<file path="config.mk">
export PLATFORM = sky130hd
export DESIGN_NAME = amd_mode_decode
export DESIGN_NICKNAME = d
export VERILOG_FILES = /design/src/amd_pkg.sv /design/src/amd_mode_decode.sv /design/src/amd_tri_level.sv
export SDC_FILE = /design/constraint.sdc
export NUM_CORES = 1
export LEC_CHECK = 0
export ABC_AREA = 1
export BUFFER_PORTS_ARGS = -buffer_cell sky130_fd_sc_hd__buf_2
export CAP_MARGIN = 20
export CORE_MARGIN = 2
export CORE_UTILIZATION = 35
export DETAILED_ROUTE_END_ITERATION = 10
export GPL_ROUTABILITY_DRIVEN = 0
export PLACE_DENSITY = 0.64
export SYNTH_ARGS = -nofsm -noshare
export SYNTH_HDL_FRONTEND = slang
export SYNTH_SLANG_ARGS = --single-unit
</file>
<file path="constraint.sdc">
create_clock -name clk -period 1.6 [get_ports clk]
set_input_delay 0.16 -clock clk [delete_from_list [all_inputs] [get_ports clk]]
set_output_delay 0.16 -clock clk [all_outputs]
set_load 0.02 [all_outputs]
</file>
<file path="src/amd_pkg.sv">
`default_nettype none
package amd_pkg;

   // ****************************************
   // resolved state of a three-level pin
   // ****************************************
   // gray order along low -> mid -> high; code 2'b10 is never produced
   typedef enum logic [1:0] {
      AMD_LVL_LOW = 2'b00,
      AMD_LVL_MID = 2'b01,
      AMD_LVL_HIGH = 2'b11
   } amd_level_t;

   // ****************************************
   // widths and reset values
   // ****************************************
   localparam int AMD_FS_ADJ_W = 8;
   localparam int AMD_SYNC_W = 2;
   localparam int AMD_SCLK_W = 3;
   localparam logic [AMD_SYNC_W-1:0] AMD_SYNC_RST = 2'h0;
   localparam logic [AMD_SCLK_W-1:0] AMD_SCLK_RST = 3'h0;
   localparam logic [AMD_FS_ADJ_W-1:0] AMD_FS_ADJ_RST = 8'h00;
   localparam logic AMD_OFF = 1'b0;
   localparam logic AMD_ON = 1'b1;

endpackage : amd_pkg
`default_nettype wire

</file>
<file path="src/amd_mode_decode.sv">
// Operation
// - Enable and sync polarity pins high or floating: shared pin is range select or alt enable.
// - As full-scale select, shared pin low picks the reduced range and high the larger range.
// - Shared pin floating or mid enables extended control with serial port and registers.
// - Dedicated enable pin wins over the alternate enable on the shared pin when they disagree.
// - Sync polarity pin low makes the shared pin the negative leg of the sync pulse.
// - In differential sync mode the range is not pin controlled and is the larger range.
// - With the shared pin firm high or low, the calibration-delay pin picks the power-up delay.
// - Shared pin floating with single-ended sync makes the calibration-delay pin a chip select and the delay short.
// - Calibration-delay pin mid selects dual-edge sampling.
// - Samples are taken on the falling edge of the positive sample clock leg.
// - Range follows the select pin in normal mode and the adjust register in extended mode.
// - Dedicated enable pin high gives pin-only control; low makes extended control active.
// - Sync polarity pin floating or high picks a single-ended sync pulse; low differential.
`default_nettype none
module amd_mode_decode
   import amd_pkg::*;
(
   // clock and reset
   input wire logic clk,
   input wire logic rstn,
   // dedicated extended-control enable pin comparators
   input wire logic extended_ctl_enable_hi,
   input wire logic extended_ctl_enable_lo,
   // sync polarity select pin comparators
   input wire logic sync_polarity_select_hi,
   input wire logic sync_polarity_select_lo,
   // shared full-scale / alternate enable / sync negative pin comparators
   input wire logic full_scale_select_hi,
   input wire logic full_scale_select_lo,
   // calibration delay / dual edge / chip select pin comparators
   input wire logic cal_delay_select_hi,
   input wire logic cal_delay_select_lo,
   // positive leg of the sample clock
   input wire logic sample_clk_p,
   // full-scale voltage adjust register contents
   input wire logic [AMD_FS_ADJ_W-1:0] fs_adjust_reg,
   // extended control state
   output logic ext_ctl_active,
   output logic alt_extended_ctl_enable,
   // full-scale range
   output logic fs_range_high,
   output logic fs_use_register,
   output logic [AMD_FS_ADJ_W-1:0] fs_adjust,
   // output-clock sync
   output logic sync_differential,
   output logic out_clock_sync_neg,
   // calibration and serial select
   output logic cal_delay_long,
   output logic serial_chip_select_n,
   // sampling
   output logic dual_edge_sampling,
   output logic sample_take
);

   // ****************************************
   // pin resolution
   // ****************************************
   amd_level_t ext_en_lvl;
   amd_level_t sps_lvl;
   amd_level_t fs_lvl;
   amd_level_t cal_lvl;

   // each three-level pin gets its own synchroniser and resolver
   amd_tri_level u_ext_en (.clk(clk), .rstn(rstn), .pin_above_hi(extended_ctl_enable_hi),
      .pin_below_lo(extended_ctl_enable_lo), .level(ext_en_lvl));
   amd_tri_level u_sps (.clk(clk), .rstn(rstn), .pin_above_hi(sync_polarity_select_hi),
      .pin_below_lo(sync_polarity_select_lo), .level(sps_lvl));
   amd_tri_level u_fs (.clk(clk), .rstn(rstn), .pin_above_hi(full_scale_select_hi),
      .pin_below_lo(full_scale_select_lo), .level(fs_lvl));
   amd_tri_level u_cal (.clk(clk), .rstn(rstn), .pin_above_hi(cal_delay_select_hi),
      .pin_below_lo(cal_delay_select_lo), .level(cal_lvl));

   // ****************************************
   // state
   // ****************************************
   typedef struct packed {
      logic [AMD_SCLK_W-1:0] sclk_sync;
      logic ext_active;
      logic alt_en;
      logic fs_high;
      logic fs_use_reg;
      logic [AMD_FS_ADJ_W-1:0] fs_adj;
      logic sync_diff;
      logic sync_neg;
      logic cal_long;
      logic cs_n;
      logic des;
      logic take;
   } amd_state_t;

   amd_state_t state_reg;
   amd_state_t state_next;
   logic alt_mode;
   logic cs_mode;

   // mode priority and pin function decode
   always_comb begin
      state_next = state_reg;
      // sample clock: two sync flops then a history flop for edge detect
      state_next.sclk_sync = {state_reg.sclk_sync[1:0], sample_clk_p};
      state_next.take = state_reg.sclk_sync[2] & ~state_reg.sclk_sync[1];
      // sync polarity pin low selects differential sync
      state_next.sync_diff = (sps_lvl == AMD_LVL_LOW);
      // shared pin is select/alternate enable unless sync is differential
      alt_mode = (sps_lvl != AMD_LVL_LOW);
      state_next.alt_en = alt_mode && (fs_lvl == AMD_LVL_MID);
      // dedicated pin decides when firm; floating defers to the shared pin
      unique case (ext_en_lvl)
         AMD_LVL_LOW: state_next.ext_active = AMD_ON;
         AMD_LVL_HIGH: state_next.ext_active = AMD_OFF;
         default: state_next.ext_active = state_next.alt_en;
      endcase
      // pin-controlled range; differential sync forces the larger range
      if (!alt_mode) begin
         state_next.fs_high = AMD_ON;
      end else begin
         state_next.fs_high = (fs_lvl != AMD_LVL_LOW);
      end
      // extended mode hands the range to the adjust register
      state_next.fs_use_reg = state_next.ext_active;
      state_next.fs_adj = state_next.ext_active ? fs_adjust_reg : AMD_FS_ADJ_RST;
      // negative leg of the differential sync pulse
      state_next.sync_neg = !alt_mode && (fs_lvl == AMD_LVL_HIGH);
      // floating shared pin with single-ended sync turns calibration delay into chip select
      cs_mode = alt_mode && (fs_lvl == AMD_LVL_MID);
      state_next.cal_long = !cs_mode && (cal_lvl == AMD_LVL_HIGH);
      state_next.cs_n = cs_mode ? (cal_lvl != AMD_LVL_LOW) : AMD_ON;
      state_next.des = (cal_lvl == AMD_LVL_MID);
   end

   // state register
   always_ff @(posedge clk or negedge rstn) begin
      if (!rstn) begin
         state_reg.sclk_sync <= AMD_SCLK_RST;
         state_reg.ext_active <= AMD_OFF;
         state_reg.alt_en <= AMD_OFF;
         state_reg.fs_high <= AMD_ON;
         state_reg.fs_use_reg <= AMD_OFF;
         state_reg.fs_adj <= AMD_FS_ADJ_RST;
         state_reg.sync_diff <= AMD_OFF;
         state_reg.sync_neg <= AMD_OFF;
         state_reg.cal_long <= AMD_OFF;
         state_reg.cs_n <= AMD_ON;
         state_reg.des <= AMD_OFF;
         state_reg.take <= AMD_OFF;
      end else begin
         state_reg <= state_next;
      end
   end

   // ****************************************
   // outputs
   // ****************************************
   // every output comes straight from a flop
   assign ext_ctl_active = state_reg.ext_active;
   assign alt_extended_ctl_enable = state_reg.alt_en;
   assign fs_range_high = state_reg.fs_high;
   assign fs_use_register = state_reg.fs_use_reg;
   assign fs_adjust = state_reg.fs_adj;
   assign sync_differential = state_reg.sync_diff;
   assign out_clock_sync_neg = state_reg.sync_neg;
   assign cal_delay_long = state_reg.cal_long;
   assign serial_chip_select_n = state_reg.cs_n;
   assign dual_edge_sampling = state_reg.des;
   assign sample_take = state_reg.take;

   // ****************************************
   // checks
   // ****************************************
   alt_enable_a: assert property (@(posedge clk) disable iff (!rstn)
      (sps_lvl != AMD_LVL_LOW && fs_lvl == AMD_LVL_MID && ext_en_lvl == AMD_LVL_MID)
      |=> ext_ctl_active && alt_extended_ctl_enable)
      else $error("floating shared pin did not enable extended control");
   ext_priority_a: assert property (@(posedge clk) disable iff (!rstn)
      (ext_en_lvl == AMD_LVL_HIGH) |=> !ext_ctl_active)
      else $error("dedicated enable pin high did not disable extended control");
   ext_low_a: assert property (@(posedge clk) disable iff (!rstn)
      (ext_en_lvl == AMD_LVL_LOW) |=> ext_ctl_active && fs_use_register)
      else $error("dedicated enable pin low did not activate extended control");
   fs_select_a: assert property (@(posedge clk) disable iff (!rstn)
      (sps_lvl != AMD_LVL_LOW && fs_lvl != AMD_LVL_MID)
      |=> fs_range_high == $past(fs_lvl == AMD_LVL_HIGH))
      else $error("full-scale range does not follow the select pin");
   diff_range_a: assert property (@(posedge clk) disable iff (!rstn)
      (sps_lvl == AMD_LVL_LOW) |=> fs_range_high && sync_differential)
      else $error("differential sync mode did not force the larger range");
   alt_mode_a: assert property (@(posedge clk) disable iff (!rstn)
      (sps_lvl == AMD_LVL_LOW) |=> !alt_extended_ctl_enable && serial_chip_select_n)
      else $error("shared pin kept its select role in differential sync mode");
   sync_neg_a: assert property (@(posedge clk) disable iff (!rstn)
      (sps_lvl == AMD_LVL_LOW) |=> out_clock_sync_neg == $past(fs_lvl == AMD_LVL_HIGH))
      else $error("negative sync leg does not follow the shared pin");
   sync_mode_a: assert property (@(posedge clk) disable iff (!rstn)
      $past(rstn) |-> sync_differential == $past(sps_lvl == AMD_LVL_LOW))
      else $error("sync mode does not follow the polarity pin");
   chip_select_a: assert property (@(posedge clk) disable iff (!rstn)
      (sps_lvl != AMD_LVL_LOW && fs_lvl == AMD_LVL_MID)
      |=> !cal_delay_long && serial_chip_select_n == $past(cal_lvl != AMD_LVL_LOW))
      else $error("chip select mode wrong or delay not short");
   cal_delay_a: assert property (@(posedge clk) disable iff (!rstn)
      (fs_lvl != AMD_LVL_MID)
      |=> serial_chip_select_n && cal_delay_long == $past(cal_lvl == AMD_LVL_HIGH))
      else $error("calibration delay does not follow its pin");
   des_mode_a: assert property (@(posedge clk) disable iff (!rstn)
      $past(rstn) |-> dual_edge_sampling == $past(cal_lvl == AMD_LVL_MID))
      else $error("dual-edge sampling does not follow the mid level");
   sample_edge_a: assert property (@(posedge clk) disable iff (!rstn)
      $fell(state_reg.sclk_sync[1]) |=> sample_take ##1 !sample_take)
      else $error("falling sample clock edge not marked by a single pulse");
   reg_range_a: assert property (@(posedge clk) disable iff (!rstn)
      ext_ctl_active |-> fs_adjust == $past(fs_adjust_reg))
      else $error("adjust value does not follow the register in extended mode");
   level_track_a: assert property (@(posedge clk) disable iff (!rstn)
      $past(rstn, 3) |-> (fs_lvl == AMD_LVL_HIGH)
      == ($past(full_scale_select_hi, 3) && !$past(full_scale_select_lo, 3)))
      else $error("shared pin level does not follow its comparators");

endmodule // amd_mode_decode
`default_nettype wire

</file>
<file path="src/amd_tri_level.sv">
`default_nettype none
module amd_tri_level
   import amd_pkg::*;
(
   // clock and reset
   input wire logic clk,
   input wire logic rstn,
   // comparator outputs of one pin
   input wire logic pin_above_hi,
   input wire logic pin_below_lo,
   // resolved pin state
   output amd_level_t level
);

   typedef struct packed {
      logic [AMD_SYNC_W-1:0] hi_sync;
      logic [AMD_SYNC_W-1:0] lo_sync;
      amd_level_t level;
   } amd_tri_state_t;

   amd_tri_state_t state_reg;
   amd_tri_state_t state_next;

   // two-flop synchronisers, then resolution into three states
   always_comb begin
      state_next = state_reg;
      state_next.hi_sync = {state_reg.hi_sync[0], pin_above_hi};
      state_next.lo_sync = {state_reg.lo_sync[0], pin_below_lo};
      // neither threshold crossed, or a contradictory pair, counts as mid
      unique case ({state_reg.hi_sync[1], state_reg.lo_sync[1]})
         2'b10: state_next.level = AMD_LVL_HIGH;
         2'b01: state_next.level = AMD_LVL_LOW;
         default: state_next.level = AMD_LVL_MID;
      endcase
   end

   // state register
   always_ff @(posedge clk or negedge rstn) begin
      if (!rstn) begin
         state_reg.hi_sync <= AMD_SYNC_RST;
         state_reg.lo_sync <= AMD_SYNC_RST;
         state_reg.level <= AMD_LVL_MID;
      end else begin
         state_reg <= state_next;
      end
   end

   assign level = state_reg.level;

endmodule // amd_tri_level
`default_nettype wire

</file>
# --- Word-level counts from Yosys, hierarchy flattened ---
# Cells that the tools add are included.
op_classes:
  bitwise_logic: 2
  n_eq_ne: 13
  muxes: 8
  reduce_logical: 10
ops:
  columns: ["operator", "n"]
  rows:
  - ["$pmux 2 s2", 4]
  - ["$eq 2x2->1 const B", 7]
  - ["$eq 2x1->1 const B", 6]
  - ["$mux 8", 1]
  - ["$reduce_bool 2->1", 3]
  - ["$logic_not 2->1", 2]
  - ["$logic_and 1x1->1", 3]
  - ["$logic_not 1->1", 2]
  - ["$mux 1", 2]
  - ["$pmux 1 s2", 1]
  - ["$and 1x1->1", 1]
  - ["$not 1->1", 1]
totals:
  ff_bits: 44
  output_inout_bits: 18
  inputBits: 19

# --- Logic depth before layout (Yosys ltp) ---
depth:
  word_depth: 4
  depth_mapped: 5
  ltp_nobuf: 5

# --- Hierarchy ---
# A second synthesis with hierarchy kept.
unflattened:
  cells_unflattened: 114
  area_unflattened_um2: 1506.4
by_module_without_submodules:
  columns: ["module", "seq_area_each_um2", "n_inst", "cells_each", "area_per_inst_um2"]
  rows:
  - ["amd_mode_decode", 503.0, 1, 70, 785.8]
  - ["amd_tri_level", 151.4, 4, 11, 180.2]

# --- Worst setup path before layout ---
# No wires, ideal clock.
synth_timing:
  path_type: "reg-to-reg"
  start: "register u_ext_en.level[0] (netlist name)"
  end: "register state_reg (netlist bit fs_adjust[0])"
  required_time_ns: 1.523
  setup_ns: 0.077
  arrival_ns: 1.148
  period_less_slack_ns: 1.225
  n_path_buf: 0
  path_slack_ns: 0.375
  stages_incl_launch_ff: 6
  path_cell_list: "dfstp_2 -> inv_1 -> ha_1 -> inv_1 -> nand2_2 -> a21oi_1"
synth_lines:
  columns: ["item", "line_no", "rtl"]
  rows:
  - ["to (signal assigned)", "amd_mode_decode.sv:148", "state_reg <= state_next;"]
  - ["to (decl)", "amd_mode_decode.sv:92", "amd_state_t state_reg;"]

==> impl_metrics.tcl <==
set metrics [dict create \
    drtPass1Iterations 4 \
    largest_register_ffs 8 \
    synth_warnings 0 \
    routedWlPerCell_um 9.218 \
    critPathMaxStageDelay_ns 0.52 \
    ctsHoldBuffers 10 \
    yosys.area_share.simple 0.08551 \
    fin_nets 171 \
    cts_htree_levels 2 \
    post-dp-hpwl_mm 1.314 \
    finalCritPeriodShare 0.8861 \
    final_common_cell "dfrtp_1" \
    hold_viol_final 0 \
    synth_seq_area_share 0.7731 \
    grt_pass1_vias 680 \
    required_ns 1.79 \
    final_area_um2 1837 \
    power.leakage_nw 0.9820 \
    worst_path_most_repeated_cell "inv_1" \
    clock_sinks 44 \
    muxShareOfSynthArea 0 \
    worst_pin_slew_ns 0.4438 \
    synth_fa_ha_area_frac 0.008726 \
    dieArea_um2 4625 \
    cp_cell_sequence "inv_1, ha_1, inv_1, nand2_2, a21oi_1" \
    postSynthCellCount 106 \
    critPathSlowestCell "dfstp_2" \
    viasPerCell 3.896 \
    synthDistinctLibCells 16 \
    crit_type "flop to flop" \
    min_period_ns 1.418 \
    layout-drive-gt1-share 0.3816 \
    synthTopCellsByArea "dfrtp_1 66%, dfstp_2 11%, inv_1 5.0%, buf_4 4.7%, a21oi_1 2.8%" \
    avgSynthCellArea_um2 13.53 \
    dp.cells 184 \
    rsz0062_at_grt "false" \
    power.density_nw_per_um2 1194 \
    clk-insertion-delay-late_ns 0.29 \
    preCtsSetupSlack_ns 0.2467 \
    dpl_cell_area_um2 1629 \
    portBuffers 36 \
    grt_max_degree 26 \
    routed-via-count 787 \
    worstPathMaxFanout 9 \
    synthesis.nets 126 \
    cts_made_buffers 5 \
    rows 23 \
    final_cells 202 \
    synthesis.area_um2 1434 \
    tritoncts "yes" \
    floorplan.initialDensity 0.3611 \
    drt_iter0_markers 21 \
    cp-end-kind "flop" \
    maxCapViolations 0 \
    setup_tns_ns 0 \
    setup_viol 0 \
    area_growth_syn_to_layout_pct 28.10 \
    coreArea_um2 3971 \
    antenna_cells 0 \
    worst_setup_path_start_kind "flop" \
    skew_ns 0.004052 \
    synth_compound_area_frac 0.02792 \
    grt.overflow.total 0 \
    grt_usage 0.09110 \
    synth_top_family_by_area "buffers and inverters" \
    ioPinCount 37 \
    hp-class "input pin to flop" \
    status "finished, final reports clean" \
    antenna_found_initial 0 \
    ir_drop_mv 0.6366 \
    synth-seq-cells 44 \
    yosys.area.top_type "dfrtp_1" \
    layout_common_cells "38 x dfrtp_1, 36 x buf_2, 19 x inv_1, 10 x dlygate4sd3_1" \
    synth_top_area_frac 0.6632 \
    synthXorXnorAreaFrac 0 \
    cts_resized 0 \
    grt_first_pass_wirelength_mm 2.822 \
    die_y_um 68.01 \
    maxSlewViolCount 0 \
    die_w_um 68.01 \
    antenna_left 0 \
    cts_setup_buffers 0 \
    cts.path.max_buffers 2 \
    maxSlewHeadroom 0.7042 \
    critical_path_arrival_ns 1.61 \
    wirelength_mm 1.862 \
    setup_slack_ns 0.1823 \
    clk_pin_slew_ns 0.07 \
    fmax_mhz 705.4 \
    route.detailed.drc 0 \
    fin_hold_ws_ns 0.06931 \
    root_buffer "clkbuf_8" \
]
[worst max-delay path: cells and delay by family (launching register included)]
| family | cells | cell delay [ns] |
|---|---|---|
| AO/OA/AOI/OAI | 1 | 0.25 |
| adder cells (fa/ha/maj) | 1 | 0.33 |
| buffers and inverters | 2 | 0.12 |
| AND/OR/NAND/NOR | 1 | 0.11 |
| flip-flops | 1 | 0.52 |
[per-stage QoR]
step | utilization | total power (W)
2_1_floorplan | - | 0.001347
3_3_place_gp | 0.4102 | 0.001404
3_5_place_dp | 0.4102 | 0.001413
4_1_cts | 0.4625 | 0.002224
5_1_grt | 0.4625 | 0.002295
6_report | 0.4625 | 0.002193
[per-layer routing]
| layer | part of all wire | global-route usage | vias to the layer above |
|---|---|---|---|
| met5 | 0 | 0 | - |
| met4 | 0.055 | 0.09750 | 0 |
| met3 | 0.089 | 0.03454 | 12 |
| met2 | 0.47 | 0.1299 | 33 |
| met1 | 0.38 | 0.09901 | 348 |
| li1 | - | - | 394 |
[cell type report]
class / count / area [um^2]
clock buffer: 6 / 72.57
clock inverter: 2 / 35.03
fill: 358 / 2135
inverter: 22 / 82.58
multi-input combinational: 31 / 175.2
sequential: 44 / 1109
tap: 50 / 62.56
timing repair buffer: 47 / 300.3
[final timing paths]
check | startpoint | end | slack, ns | depth (start not counted)
setup / recovery | u_ext_en.level[0]$_DFF_PN1_ | fs_adjust[4]$_DFF_PN0_ | 0.18 | 5
hold / removal | fs_adjust_reg[3] | fs_adjust[3]$_DFF_PN0_ | 0.07 | 3
setup reg to reg | u_ext_en.level[0]$_DFF_PN1_ | fs_adjust[4]$_DFF_PN0_ | 0.18 | 5
hold reg to reg | u_fs.state_next[5]$_DFF_PN0_ | u_fs.state_reg[5]$_DFF_PN0_ | 0.35 | 0
max in group asynchronous | rstn | u_sps.level[0]$_DFF_PN1_ | 0.70 | 3
min in group asynchronous | rstn | fs_adjust[3]$_DFF_PN0_ | 0.35 | 2
[synthesized netlist by cell type (all sizes together)]
master and number:
nor2 9, nand2 9, dfrtp 38, a21oi 8, nand3 2, nor3 2
inv 22, ha 1, buf 9, dfstp 6
[report_power, final]
| part | leakage [nW] | total (W) | internal, W | switching [W] |
|---|---|---|---|---|
| logic | 0.395 | 0.000207 | 0.0000820 | 0.000125 |
| clock network | 0.0552 | 0.000785 | 0.000462 | 0.000323 |
| registers | 0.531 | 0.00120 | 0.00118 | 0.0000196 |
| total | 0.982 | 0.00219 | 0.00173 | 0.000468 |
[kinds of logic after synthesis]
group                    count (synthesis)
AO/OA/AOI/OAI                            8
flip-flops                              44
adder cells (fa/ha/maj)                  1
buffers and inverters                   31
AND/OR/NAND/NOR                         22
(Power assumes the default switching activity.)
